===== src/psfs_pkg.sv =====
/*
  psfs_pkg: constants, register map and types for the power sequence and
  fault supervisor. Assumes one 50 MHz clock and 8-bit register data.
*/
`default_nettype none
package psfs_pkg;
  localparam int CLK_HZ = 50_000_000;
  localparam int NCH = 4;
  localparam int NPIN = 6;
  // start-up, dead-time and overcurrent restart timing
  localparam int STARTUP_MAX_US = 1000;
  localparam int STARTUP_MAX_CYC = STARTUP_MAX_US * (CLK_HZ / 1_000_000);
  localparam int CLEAR_CYC = 4;
  localparam int BUILTIN_NOV_CYC = 2;
  localparam int OC_RESTART_MS = 200;
  localparam int OC_RESTART_CYC = OC_RESTART_MS * (CLK_HZ / 1000);
  localparam int DT_STEPS_PER_PERIOD = 256;
  // writable registers, copied from configuration memory
  localparam logic [4:0] ADDR_CTRL = 5'h00;
  localparam logic [4:0] ADDR_EN_CFG = 5'h01;
  localparam logic [4:0] ADDR_CH_EN_HOST = 5'h02;
  localparam logic [4:0] ADDR_STBY_CFG = 5'h03;
  localparam logic [4:0] ADDR_PIN_DIR = 5'h04;
  localparam logic [4:0] ADDR_PIN_OUT = 5'h05;
  localparam logic [4:0] ADDR_SW_DIV = 5'h06;
  localparam logic [4:0] ADDR_UV_WARN_A = 5'h07;
  localparam logic [4:0] ADDR_UV_FAULT_A = 5'h08;
  localparam logic [4:0] ADDR_UV_WARN_B = 5'h09;
  localparam logic [4:0] ADDR_UV_FAULT_B = 5'h0a;
  localparam logic [4:0] ADDR_THERM_TRIP = 5'h0b;
  localparam logic [4:0] ADDR_THERM_RESTART = 5'h0c;
  localparam logic [4:0] ADDR_TARGET0 = 5'h0d;
  localparam logic [4:0] ADDR_DT_RISE0 = 5'h11;
  localparam logic [4:0] ADDR_DT_FALL0 = 5'h15;
  localparam logic [4:0] ADDR_FOLLOW = 5'h19;
  localparam int NCFG = 26;
  // read-only registers
  localparam logic [4:0] ADDR_VIN_A = 5'h1a;
  localparam logic [4:0] ADDR_VIN_B = 5'h1b;
  localparam logic [4:0] ADDR_TEMP = 5'h1c;
  localparam logic [4:0] ADDR_FLAGS = 5'h1d;
  localparam logic [4:0] ADDR_STATUS = 5'h1e;
  localparam logic [4:0] ADDR_PIN_IN = 5'h1f;
  // control register bits
  localparam int CTRL_PROG_DT = 0;
  localparam int CTRL_UV_AUTO = 1;
  localparam int CTRL_OT_AUTO = 2;
  localparam int CTRL_WARN10 = 3;
  localparam int CTRL_BUS_MODE = 4;
  localparam int CTRL_SOFT_RESTART = 5;
  // standby regulator config bits
  localparam int STBY_5V = 0;
  localparam int STBY_BY_CHIP_EN = 1;
  localparam int STBY_BY_PIN = 2;
  localparam int STBY_BY_HOST = 3;
  localparam int STBY_PIN = 4;
  localparam logic [7:0] CFG_RESET = 8'h00;
  localparam logic [12:0] TARGET_STEP_MV = 13'h0032;
  localparam logic [6:0] WARN_MARGIN_5K = 7'h01;
  localparam logic [6:0] WARN_MARGIN_10K = 7'h02;

  typedef enum logic [4:0] {
    PSFS_OFF = 5'b00001,
    PSFS_SUPPLY = 5'b00010,
    PSFS_CLEAR = 5'b00100,
    PSFS_COPY = 5'b01000,
    PSFS_READY = 5'b10000
  } psfs_phase_t;

  typedef struct packed {
    logic ot_fault;
    logic ot_warn;
    logic uv_fault;
    logic uv_warn;
    logic [NCH-1:0] ov_fault;
  } psfs_flags_t;
endpackage : psfs_pkg
`default_nettype wire


===== src/psfs_supervisor.sv =====
/*
  psfs_supervisor: start-up sequencing, register file, channel enables,
  dead-time gate timing and input/thermal/channel protection.
  Assumes configuration memory answers one cycle after its address, and that
  analog measurements and channel trip inputs are already on this clock.
*/
// Chosen here: the register offsets and strobed register access.
`timescale 1ns/1ps
`default_nettype none
module psfs_supervisor
  import psfs_pkg::*;
#(
  parameter int OC_RESTART_CYCLES = OC_RESTART_CYC
) (
  input wire logic clk,
  input wire logic rst,
  input wire logic chip_enable_pin,
  input wire logic supplies_in_range,
  output logic supply_good_flag,
  output logic internal_clear_pulse_n,
  output logic chip_ready,
  output logic [4:0] nvm_addr,
  input wire logic [7:0] nvm_data,
  input wire logic [4:0] reg_addr,
  input wire logic [7:0] reg_wdata,
  input wire logic reg_we,
  input wire logic reg_re,
  output logic [7:0] reg_rdata,
  output logic bus_ack_enable,
  input wire logic [NPIN-1:0] pin_in,
  output logic [NPIN-1:0] pin_out,
  output logic [NPIN-1:0] pin_oe,
  output logic serial_data_in,
  output logic serial_clk_in,
  input wire logic serial_data_pull_low,
  output logic [2:0] osc_freq_sel,
  output logic standby_regulator_output,
  output logic standby_level_5v,
  input wire logic [7:0] input_a_level,
  input wire logic [7:0] input_b_level,
  input wire logic [6:0] temp_code,
  input wire logic [NCH-1:0] ov_trip,
  input wire logic [NCH-1:0] oc_trip,
  input wire logic [NCH-1:0] pwm_req,
  output logic [NCH-1:0] channel_on,
  output logic [NCH-1:0] gate_high,
  output logic [NCH-1:0] gate_low,
  output logic [NCH*13-1:0] target_mv,
  output logic [7:0] protection_flags
);
  psfs_phase_t phase, next_phase;
  logic [7:0] cfg [0:NCFG-1];
  logic [1:0] en_sync, ok_sync;
  logic [NPIN-1:0] pin_s1, pin_s2;
  logic [2:0] clr_cnt;
  logic [4:0] copy_idx;
  logic copy_wr;
  logic [4:0] copy_waddr;
  logic uv_lock, ot_lock;
  logic [NCH-1:0] ov_latch, oc_hold;
  psfs_flags_t flags;

  // pin inputs and supply status come from outside this clock
  always_ff @(posedge clk or posedge rst) begin
    if (rst) begin
      en_sync <= 2'h0;
      ok_sync <= 2'h0;
      pin_s1 <= '0;
      pin_s2 <= '0;
    end else begin
      en_sync <= {en_sync[0], chip_enable_pin};
      ok_sync <= {ok_sync[0], supplies_in_range};
      pin_s1 <= pin_in;
      pin_s2 <= pin_s1;
    end
  end
  wire chip_en = en_sync[1];
  wire sup_ok = ok_sync[1];
  wire ready = (phase == PSFS_READY);
  wire [7:0] ctrl = cfg[ADDR_CTRL];
  wire bus_mode = ctrl[CTRL_BUS_MODE];
  wire host_wr = reg_we && ready;
  wire soft_restart = host_wr && (reg_addr == ADDR_CTRL) && reg_wdata[CTRL_SOFT_RESTART];
  wire clear_done = (clr_cnt == 3'(CLEAR_CYC - 1));
  wire copy_done = copy_wr && (copy_waddr == 5'(NCFG - 1));

  // phase sequencing
  always_comb begin
    next_phase = phase;
    unique case (phase)
      PSFS_OFF: if (chip_en) next_phase = PSFS_SUPPLY;
      PSFS_SUPPLY: if (sup_ok) next_phase = PSFS_CLEAR;
      PSFS_CLEAR: if (clear_done) next_phase = PSFS_COPY;
      PSFS_COPY: if (copy_done) next_phase = PSFS_READY;
      PSFS_READY: if (soft_restart) next_phase = PSFS_CLEAR;
    endcase
    if (!chip_en) next_phase = PSFS_OFF;
  end

  always_ff @(posedge clk or posedge rst) begin
    if (rst) begin
      phase <= PSFS_OFF;
      clr_cnt <= 3'h0;
      copy_idx <= 5'h0;
      copy_wr <= 1'b0;
      copy_waddr <= 5'h0;
    end else begin
      phase <= next_phase;
      clr_cnt <= (phase == PSFS_CLEAR) ? clr_cnt + 3'h1 : 3'h0;
      copy_wr <= (phase == PSFS_COPY) && (copy_idx < 5'(NCFG)) && !copy_done;
      copy_waddr <= copy_idx;
      copy_idx <= (phase == PSFS_COPY) && (copy_idx < 5'(NCFG)) ? copy_idx + 5'h1 : 5'h0;
    end
  end
  assign nvm_addr = copy_idx;
  assign supply_good_flag = sup_ok && chip_en && (phase != PSFS_OFF);
  assign internal_clear_pulse_n = (phase != PSFS_CLEAR);
  assign chip_ready = ready;
  assign bus_ack_enable = ready;

  // register file: cleared by the clear pulse, loaded by copy, then host
  always_ff @(posedge clk or posedge rst) begin
    if (rst) begin
      for (int i = 0; i < NCFG; i++) cfg[i] <= CFG_RESET;
    end else if (phase == PSFS_CLEAR) begin
      for (int i = 0; i < NCFG; i++) cfg[i] <= CFG_RESET;
    end else if (copy_wr) begin
      cfg[copy_waddr] <= nvm_data;
    end else if (host_wr && (reg_addr < 5'(NCFG))) begin
      cfg[reg_addr] <= (reg_addr == ADDR_CTRL) ? (reg_wdata & ~8'h20) : reg_wdata;
    end
  end
  assign osc_freq_sel = cfg[ADDR_SW_DIV][6:4];

  // pins: directions from configuration, four and five lent to the bus
  wire [NPIN-1:0] bus_pins = bus_mode ? 6'h30 : 6'h00;
  assign pin_oe = ready ? ((cfg[ADDR_PIN_DIR][5:0] & ~bus_pins) |
                  {1'b0, bus_mode & serial_data_pull_low, 4'h0}) : 6'h00;
  // data pin is open drain in bus mode: enable only, level held low
  assign pin_out = cfg[ADDR_PIN_OUT][5:0] & ~bus_pins;
  assign serial_data_in = bus_mode & pin_s2[4];
  assign serial_clk_in = bus_mode & pin_s2[5];
  wire [NPIN-1:0] gp_in = pin_s2 & ~bus_pins;

  // standby regulator
  wire [7:0] stby = cfg[ADDR_STBY_CFG];
  assign standby_level_5v = stby[STBY_5V];
  assign standby_regulator_output = (stby[STBY_BY_CHIP_EN] & chip_en) |
      (stby[STBY_BY_PIN] & gp_in[STBY_PIN]) | (stby[STBY_BY_HOST] & ready);

  // input undervoltage, one lockout for both inputs
  wire uv_warn_now = (input_a_level < cfg[ADDR_UV_WARN_A]) ||
                     (input_b_level < cfg[ADDR_UV_WARN_B]);
  wire uv_fault_now = (input_a_level < cfg[ADDR_UV_FAULT_A]) ||
                      (input_b_level < cfg[ADDR_UV_FAULT_B]);
  // thermal, codes in 5K steps from 200K
  wire [6:0] warn_margin = ctrl[CTRL_WARN10] ? WARN_MARGIN_10K : WARN_MARGIN_5K;
  wire [6:0] trip = cfg[ADDR_THERM_TRIP][6:0];
  wire ot_fault_now = (temp_code >= trip);
  wire ot_warn_now = ({1'b0, temp_code} + {1'b0, warn_margin} >= {1'b0, trip});
  wire ot_cool = (temp_code < cfg[ADDR_THERM_RESTART][6:0]);

  always_ff @(posedge clk or posedge rst) begin
    if (rst) begin
      uv_lock <= 1'b0;
      ot_lock <= 1'b0;
      flags <= '0;
    end else if (!ready) begin
      uv_lock <= 1'b0;
      ot_lock <= 1'b0;
      flags <= '0;
    end else begin
      if (uv_fault_now) uv_lock <= 1'b1;
      else if (ctrl[CTRL_UV_AUTO] && !uv_warn_now) uv_lock <= 1'b0;
      if (ot_fault_now) ot_lock <= 1'b1;
      else if (ctrl[CTRL_OT_AUTO] && ot_cool) ot_lock <= 1'b0;
      flags.uv_warn <= uv_warn_now;
      flags.uv_fault <= uv_fault_now | (uv_lock & ~(ctrl[CTRL_UV_AUTO] & ~uv_warn_now));
      flags.ot_warn <= ot_warn_now | ot_fault_now;
      flags.ot_fault <= ot_fault_now | (ot_lock & ~(ctrl[CTRL_OT_AUTO] & ot_cool));
      flags.ov_fault <= ov_latch;
    end
  end
  assign protection_flags = flags;

  // channel enables
  wire [3:0] always_on = cfg[ADDR_EN_CFG][3:0];
  wire [3:0] pin_ctl = cfg[ADDR_EN_CFG][7:4];
  wire [3:0] host_en = cfg[ADDR_CH_EN_HOST][3:0];
  wire [3:0] requested = always_on | (pin_ctl & gp_in[3:0]) | host_en;
  wire host_reenable = host_wr && (reg_addr == ADDR_CH_EN_HOST);
  wire ov_any = |(ov_trip & channel_on);
  assign channel_on = ready && !uv_lock && !ot_lock ?
                      (requested & ~ov_latch & ~oc_hold) : 4'h0;

  // dead-time step: switching period is 256 steps of (divider + 1) clocks
  logic [7:0] step_cnt;
  wire dt_tick = (step_cnt == 8'h00);
  always_ff @(posedge clk or posedge rst) begin
    if (rst) step_cnt <= 8'h00;
    else step_cnt <= dt_tick ? {5'h00, cfg[ADDR_SW_DIV][2:0]} : step_cnt - 8'h01;
  end
  wire prog_dt = ctrl[CTRL_PROG_DT];

  for (genvar c = 0; c < NCH; c++) begin : g_ch
    logic [7:0] dt_cnt;
    logic [27:0] oc_cnt;
    wire dt_busy = (dt_cnt != 8'h00);
    wire dt_dec = prog_dt ? dt_tick : 1'b1;
    wire [7:0] rise_load = prog_dt ? cfg[ADDR_DT_RISE0 + 5'(c)] : 8'(BUILTIN_NOV_CYC);
    wire [7:0] fall_load = prog_dt ? cfg[ADDR_DT_FALL0 + 5'(c)] : 8'(BUILTIN_NOV_CYC);
    wire ov_here = ov_trip[c] & channel_on[c];
    wire follows = cfg[ADDR_FOLLOW][c];
    assign target_mv[c*13 +: 13] = 13'(cfg[ADDR_TARGET0 + 5'(c)]) * TARGET_STEP_MV;

    always_ff @(posedge clk or posedge rst) begin
      if (rst) begin
        ov_latch[c] <= 1'b0;
        oc_hold[c] <= 1'b0;
        oc_cnt <= 28'h0;
      end else begin
        // a new trip in the re-enable cycle wins
        if (ov_here || (follows && ov_any)) ov_latch[c] <= 1'b1;
        else if (!ready || (host_reenable && reg_wdata[c])) ov_latch[c] <= 1'b0;
        if (oc_trip[c] && channel_on[c]) begin
          oc_hold[c] <= 1'b1;
          oc_cnt <= 28'(OC_RESTART_CYCLES - 1);
        end else if (!ready) begin
          oc_hold[c] <= 1'b0;
        end else if (oc_hold[c]) begin
          if (oc_cnt == 28'h0) oc_hold[c] <= 1'b0;
          else oc_cnt <= oc_cnt - 28'h1;
        end
      end
    end

    always_ff @(posedge clk or posedge rst) begin
      if (rst) begin
        gate_high[c] <= 1'b0;
        gate_low[c] <= 1'b0;
        dt_cnt <= 8'h00;
      end else if (!channel_on[c]) begin
        gate_high[c] <= 1'b0;
        gate_low[c] <= 1'b0;
        dt_cnt <= 8'h00;
      end else if (pwm_req[c]) begin
        if (gate_low[c]) begin
          gate_low[c] <= 1'b0;
          dt_cnt <= rise_load;
        end else if (dt_busy) begin
          if (dt_dec) dt_cnt <= dt_cnt - 8'h01;
          // last count turns the gate on, so the gap equals the setting
          if (dt_dec && dt_cnt == 8'h01) gate_high[c] <= 1'b1;
        end else begin
          gate_high[c] <= 1'b1;
        end
      end else begin
        if (gate_high[c]) begin
          gate_high[c] <= 1'b0;
          dt_cnt <= fall_load;
        end else if (dt_busy) begin
          if (dt_dec) dt_cnt <= dt_cnt - 8'h01;
          if (dt_dec && dt_cnt == 8'h01) gate_low[c] <= 1'b1;
        end else begin
          gate_low[c] <= 1'b1;
        end
      end
    end

    no_overlap_a: assert property (@(posedge clk) disable iff (rst)
      !(gate_high[c] && gate_low[c])) else $error("both gates on");
    ov_holds_a: assert property (@(posedge clk) disable iff (rst)
      ov_here |=> !channel_on[c]) else $error("channel on after overvoltage");
    // 50 as 32 + 16 + 2, independent of the multiplier above
    target_scale_a: assert property (@(posedge clk) disable iff (rst)
      target_mv[c*13 +: 13] == (13'(cfg[ADDR_TARGET0 + 5'(c)]) << 5) +
        (13'(cfg[ADDR_TARGET0 + 5'(c)]) << 4) + (13'(cfg[ADDR_TARGET0 + 5'(c)]) << 1))
      else $error("target not code times 50mV");
  end

  // register reads, one cycle after the strobe
  logic [7:0] rd_mux;
  always_comb begin
    rd_mux = 8'h00;
    if (reg_addr < 5'(NCFG)) rd_mux = cfg[reg_addr];
    unique case (reg_addr)
      ADDR_VIN_A: rd_mux = input_a_level;
      ADDR_VIN_B: rd_mux = input_b_level;
      ADDR_TEMP: rd_mux = {1'b0, temp_code};
      ADDR_FLAGS: rd_mux = flags;
      ADDR_STATUS: rd_mux = {channel_on, 1'b0, uv_lock, ot_lock, ready};
      ADDR_PIN_IN: rd_mux = {2'b00, gp_in};
      default: ;
    endcase
  end
  always_ff @(posedge clk or posedge rst) begin
    if (rst) reg_rdata <= 8'h00;
    else reg_rdata <= reg_re ? rd_mux : 8'h00;
  end

  // helper: cycles from leaving supply bring-up to ready
  logic [15:0] boot_cnt;
  always_ff @(posedge clk or posedge rst) begin
    if (rst) boot_cnt <= 16'h0;
    else if (phase == PSFS_CLEAR || phase == PSFS_COPY) boot_cnt <= boot_cnt + 16'h1;
    else boot_cnt <= 16'h0;
  end

  boot_time_a: assert property (@(posedge clk) disable iff (rst)
    boot_cnt < 16'(STARTUP_MAX_CYC)) else $error("start-up too long");
  clear_len_a: assert property (@(posedge clk) disable iff (rst)
    $rose(phase == PSFS_CLEAR) |-> !internal_clear_pulse_n [*4] ##1 (phase != PSFS_CLEAR))
    else $error("clear pulse length wrong");
  no_ack_early_a: assert property (@(posedge clk) disable iff (rst)
    !ready |-> !bus_ack_enable) else $error("ack before ready");
  idle_before_ready_a: assert property (@(posedge clk) disable iff (rst)
    !ready |-> (channel_on == 4'h0) && (flags == '0)) else $error("active before ready");
  uv_shutdown_a: assert property (@(posedge clk) disable iff (rst)
    ready && uv_fault_now |=> (channel_on == 4'h0) && flags.uv_fault)
    else $error("undervoltage did not stop channels");
  ot_shutdown_a: assert property (@(posedge clk) disable iff (rst)
    ready && ot_fault_now |=> flags.ot_warn && flags.ot_fault && (channel_on == 4'h0))
    else $error("thermal fault not handled");
  enable_off_a: assert property (@(posedge clk) disable iff (rst)
    !chip_en |=> (phase == PSFS_OFF)) else $error("runs without chip enable");
  stby_level_a: assert property (@(posedge clk) disable iff (rst)
    stby[STBY_BY_CHIP_EN] && chip_en |-> standby_regulator_output &&
      (standby_level_5v == stby[STBY_5V])) else $error("standby regulator wrong");
endmodule : psfs_supervisor
`default_nettype wire


===== config.mk =====
export PLATFORM = sky130hd
export DESIGN_NAME = psfs_supervisor
export DESIGN_NICKNAME = d
export VERILOG_FILES = /design/src/psfs_pkg.sv /design/src/psfs_supervisor.sv
export SDC_FILE = /design/constraint.sdc
export NUM_CORES = 2
export LEC_CHECK = 0
export ABC_AREA = 0
export ABC_CLOCK_PERIOD_IN_PS = 13360
export BUFFER_PORTS_ARGS = -buffer_cell sky130_fd_sc_hd__buf_2
export CAP_MARGIN = 20
export CORE_MARGIN = 5
export CORE_UTILIZATION = 55
export CTS_CLUSTER_DIAMETER = 60
export DETAILED_ROUTE_END_ITERATION = 8
export PLACE_DENSITY = 0.74
export SLEW_MARGIN = 20
export SYNTH_ARGS = -nofsm -noshare
export SYNTH_HDL_FRONTEND = slang
export SYNTH_SLANG_ARGS = --single-unit

===== constraint.sdc =====
create_clock -name clk -period 13.36 [get_ports clk]
set_clock_uncertainty 0.05 [all_clocks]
set_input_delay 0.668 -clock clk [delete_from_list [all_inputs] [get_ports clk]]
set_output_delay 0.668 -clock clk [all_outputs]
set_load 0.03 [all_outputs]

==> impl_metrics.tcl <==
set metrics [dict create \
    antenna_found_initial 14 \
    async_flop_share 1.00 \
    synthSimpleGateAreaFrac 0.180 \
    syn_inst 3003 \
    holdWs_ns 0.114 \
    p_comb_frac 0.112 \
    holdPathEnd "pin_s1[4]" \
    path_cells "nor2b_1 > buf_4 > and3_1 > nand2_1 > inv_1 > buf_2" \
    drt-wirelength-per-cell_um 25.0 \
    start_util 0.557 \
    tightest_slew_ns 1.24 \
    routabilityCongestion 1.04 \
    setup_viol 0 \
    fill_cells 4198 \
    dp_hpwl_mm 66.0 \
    clk_pin_slew_ns 0.06 \
    end_kind "output pin" \
    power.switching_w 0.000851 \
    cts_tree "done" \
    worstSkewPairLatency_ns 0.63 \
    postCtsSetupRepairBufs 0 \
    synth_xor_area_frac 0.0463 \
    start_kind "flop" \
    io_pins 177 \
    yosys.area.top_type "dfrtp_1" \
    cts_buffer_depth 3 \
    drc 0 \
    fp.dieArea_um2 54100 \
    grt_pass1_vias 24300 \
    maxSlewHeadroom 0.170 \
    root_buffer "clkbuf_16" \
    numPortBuffers 172 \
    r2r-end "g_ch[1].oc_cnt[15]" \
    p_clk_frac 0.446 \
    cp.required_ns 12.64 \
    max_stage_delay_ns 0.60 \
    fin_util 0.612 \
    num_rows 81 \
    drt_wl_total_mm 94.2 \
    synth_mux_area_frac 0.0536 \
    most-common-layout-cells "dfrtp_1 (428), nand2_1 (327), nor2_1 (275)" \
    die_y_um 233 \
    hold_depth 1 \
    p_sw_frac 0.277 \
    final_common_cell "dfrtp_1" \
    via_per_inst 6.67 \
    placement.cell_area_um2 28300 \
    track_usage 0.341 \
    synth_compound_area_frac 0.189 \
    synth_area_leaders "dfrtp_1 (39%), ha_1 (8.0%), nand2_1 (4.5%)" \
    htree_num_levels 2 \
    p_leak_nw 12.7 \
    ys_seq_elements 429 \
    fin_setup_tns_ns 0 \
    slew_violations 0 \
    core_area_um2 49000 \
    synth_top_family_by_area "compound AO/OA/AOI/OAI gates" \
    hp-class "in -> reg" \
    timing.final.crit_share 0.343 \
    synth_edf_count 0 \
    reg2reg_from "phase[4]" \
    routed-via-count 25200 \
    synth-main-ff-cell "dfrtp_1" \
    p_int_w 0.00223 \
    outcome "complete, no violations" \
    die_x_um 233 \
    yosys_warnings 0 \
    cpMaxStageDelayCell "nor2b_1" \
    maxCapViolations 0 \
    synth-adder-area-share 0.0894 \
    worst_ir_drop_vdd_mv 0.0933 \
    final_nets 3317 \
    cp.arrival_ns 3.86 \
    cts_num_sinks 429 \
    rsz0062_at_grt "false" \
    drt_first_pass_iters 8 \
    syn_area_per_cell_um2 9.08 \
    rrSetupSlack_ns 9.33 \
    design_area_um2 30000 \
    critPathKind "reg -> out" \
    reg2reg_depth 8 \
    power_density_nw_per_um2 103 \
    dpl_worst_slack_ns 9.44 \
    synth_top_area_share 0.393 \
    grt_overflow_total 0 \
    hold_viol 0 \
    grt_pass1_wl_mm 144 \
    drt_iter0_markers 3328 \
    syn_to_final_growth_pct 9.94 \
    min-delay-start "pin_in[4]" \
    fin_ws_ns 8.78 \
    yosysSeqAreaShare 0.394 \
    netlist-cell-type-count 80 \
    layout_min_cycle_time_ns 4.58 \
    cp_max_fo 12 \
    syn_area_um2 27300 \
    max_freq_ghz 0.218 \
    ant_nets 0 \
    cts_buffers 50 \
    cts_resized 0 \
    pwr-share-seq 0.442 \
    grt_max_degree 179 \
    ctsHoldBuffers 0 \
    drive_gt1_frac 0.114 \
]
[per-stage QoR]
stage	instances	power (W)
floorplan	3006	0.00160
finish	3772	0.00308
detailed placement	3673	0.00171
global placement	3673	0.00170
CTS	3760	0.00307
global route	3771	0.00317
[cells in the mapped netlist, types with 25 or more instances]
master,n
a211oi_1,36
buf_2,27
buf_4,25
or4_1,25
dfrtp_1,428
xnor2_1,79
a22oi_1,147
nor2b_1,25
inv_1,121
o21ai_0,222
a221oi_1,32
mux2i_1,46
nor3_1,75
nor4_1,50
mux4_2,39
a21oi_1,175
nand2_1,327
or3_1,25
clkbuf_1,117
nand3_1,77
xor2_1,65
ha_1,174
nor2_1,275
[flip-flops by register name, summed over array words and instances, names as in the netlist, 8 cells and up]
register	count
cfg	185
reg_rdata	8
g_ch.oc_cnt	112
step_cnt	8
ctrl	8
protection_flags	8
g_ch.dt_cnt	32
stby	8
[critical path: cells and delay by family (launching register included)]
kind,cells,cell delay (ns)
DFF,1,0.49
buffers and inverters,3,1.22
and+or+nand+nor,3,1.52
[power groups by stage]
stage / Sequential (W) / Combinational [W] / Clock, W
6_report: 0.00136 / 0.000344 / 0.00137
5_1_grt: 0.00136 / 0.000370 / 0.00143
4_1_cts: 0.00136 / 0.000335 / 0.00138
3_5_place_dp: 0.00138 / 0.000333 / 0
3_3_place_gp: 0.00138 / 0.000323 / 0
2_1_floorplan: 0.00137 / 0.000222 / 0
[layout make-up]
| type | count | area [µm²] | area share |
|---|---|---|---|
| antenna | 12 | 30.0 | 0.00100 |
| clock buffer | 72 | 1440 | 0.0482 |
| clock inverter | 15 | 176 | 0.00589 |
| inverter | 126 | 480 | 0.0160 |
| multi-input combinational | 2260 | 15200 | 0.508 |
| sequential | 429 | 10700 | 0.358 |
| tap | 664 | 831 | 0.0277 |
| timing repair buffer | 194 | 1050 | 0.0349 |
[metal layers]
layer | share of wire | GRT usage
met3 | 0.11 | 0.0910
met2 | 0.43 | 0.513
met1 | 0.38 | 0.452
met5 | 0.00034 | 0
met4 | 0.068 | 0.184
[logic make-up (layout without fill, tap and decap cells)]
group	Yosys count	in the layout
AO/OA/AOI/OAI	807	807
XOR/XNOR	144	144
adder cells (fa/ha/maj)	187	187
buffers and inverters	317	407
flip-flops	429	429
multiplexers	96	96
other	1	16
AND/OR/NAND/NOR	1022	1022
[worst max path at each step]
stage	startpoint	to	slack [ns]	depth (start not counted)
after floorplan	rst	always_on[0]	0.70	1
after global placement	phase[4]	g_ch[1].oc_cnt[15]	9.51	8
final	phase[4]	channel_on[1]	8.78	6
after detailed placement	phase[4]	g_ch[1].oc_cnt[15]	9.44	8
after global routing	phase[4]	channel_on[1]	8.76	6
after CTS	phase[4]	channel_on[1]	8.84	6
Power figures use the tool's default switching activity.
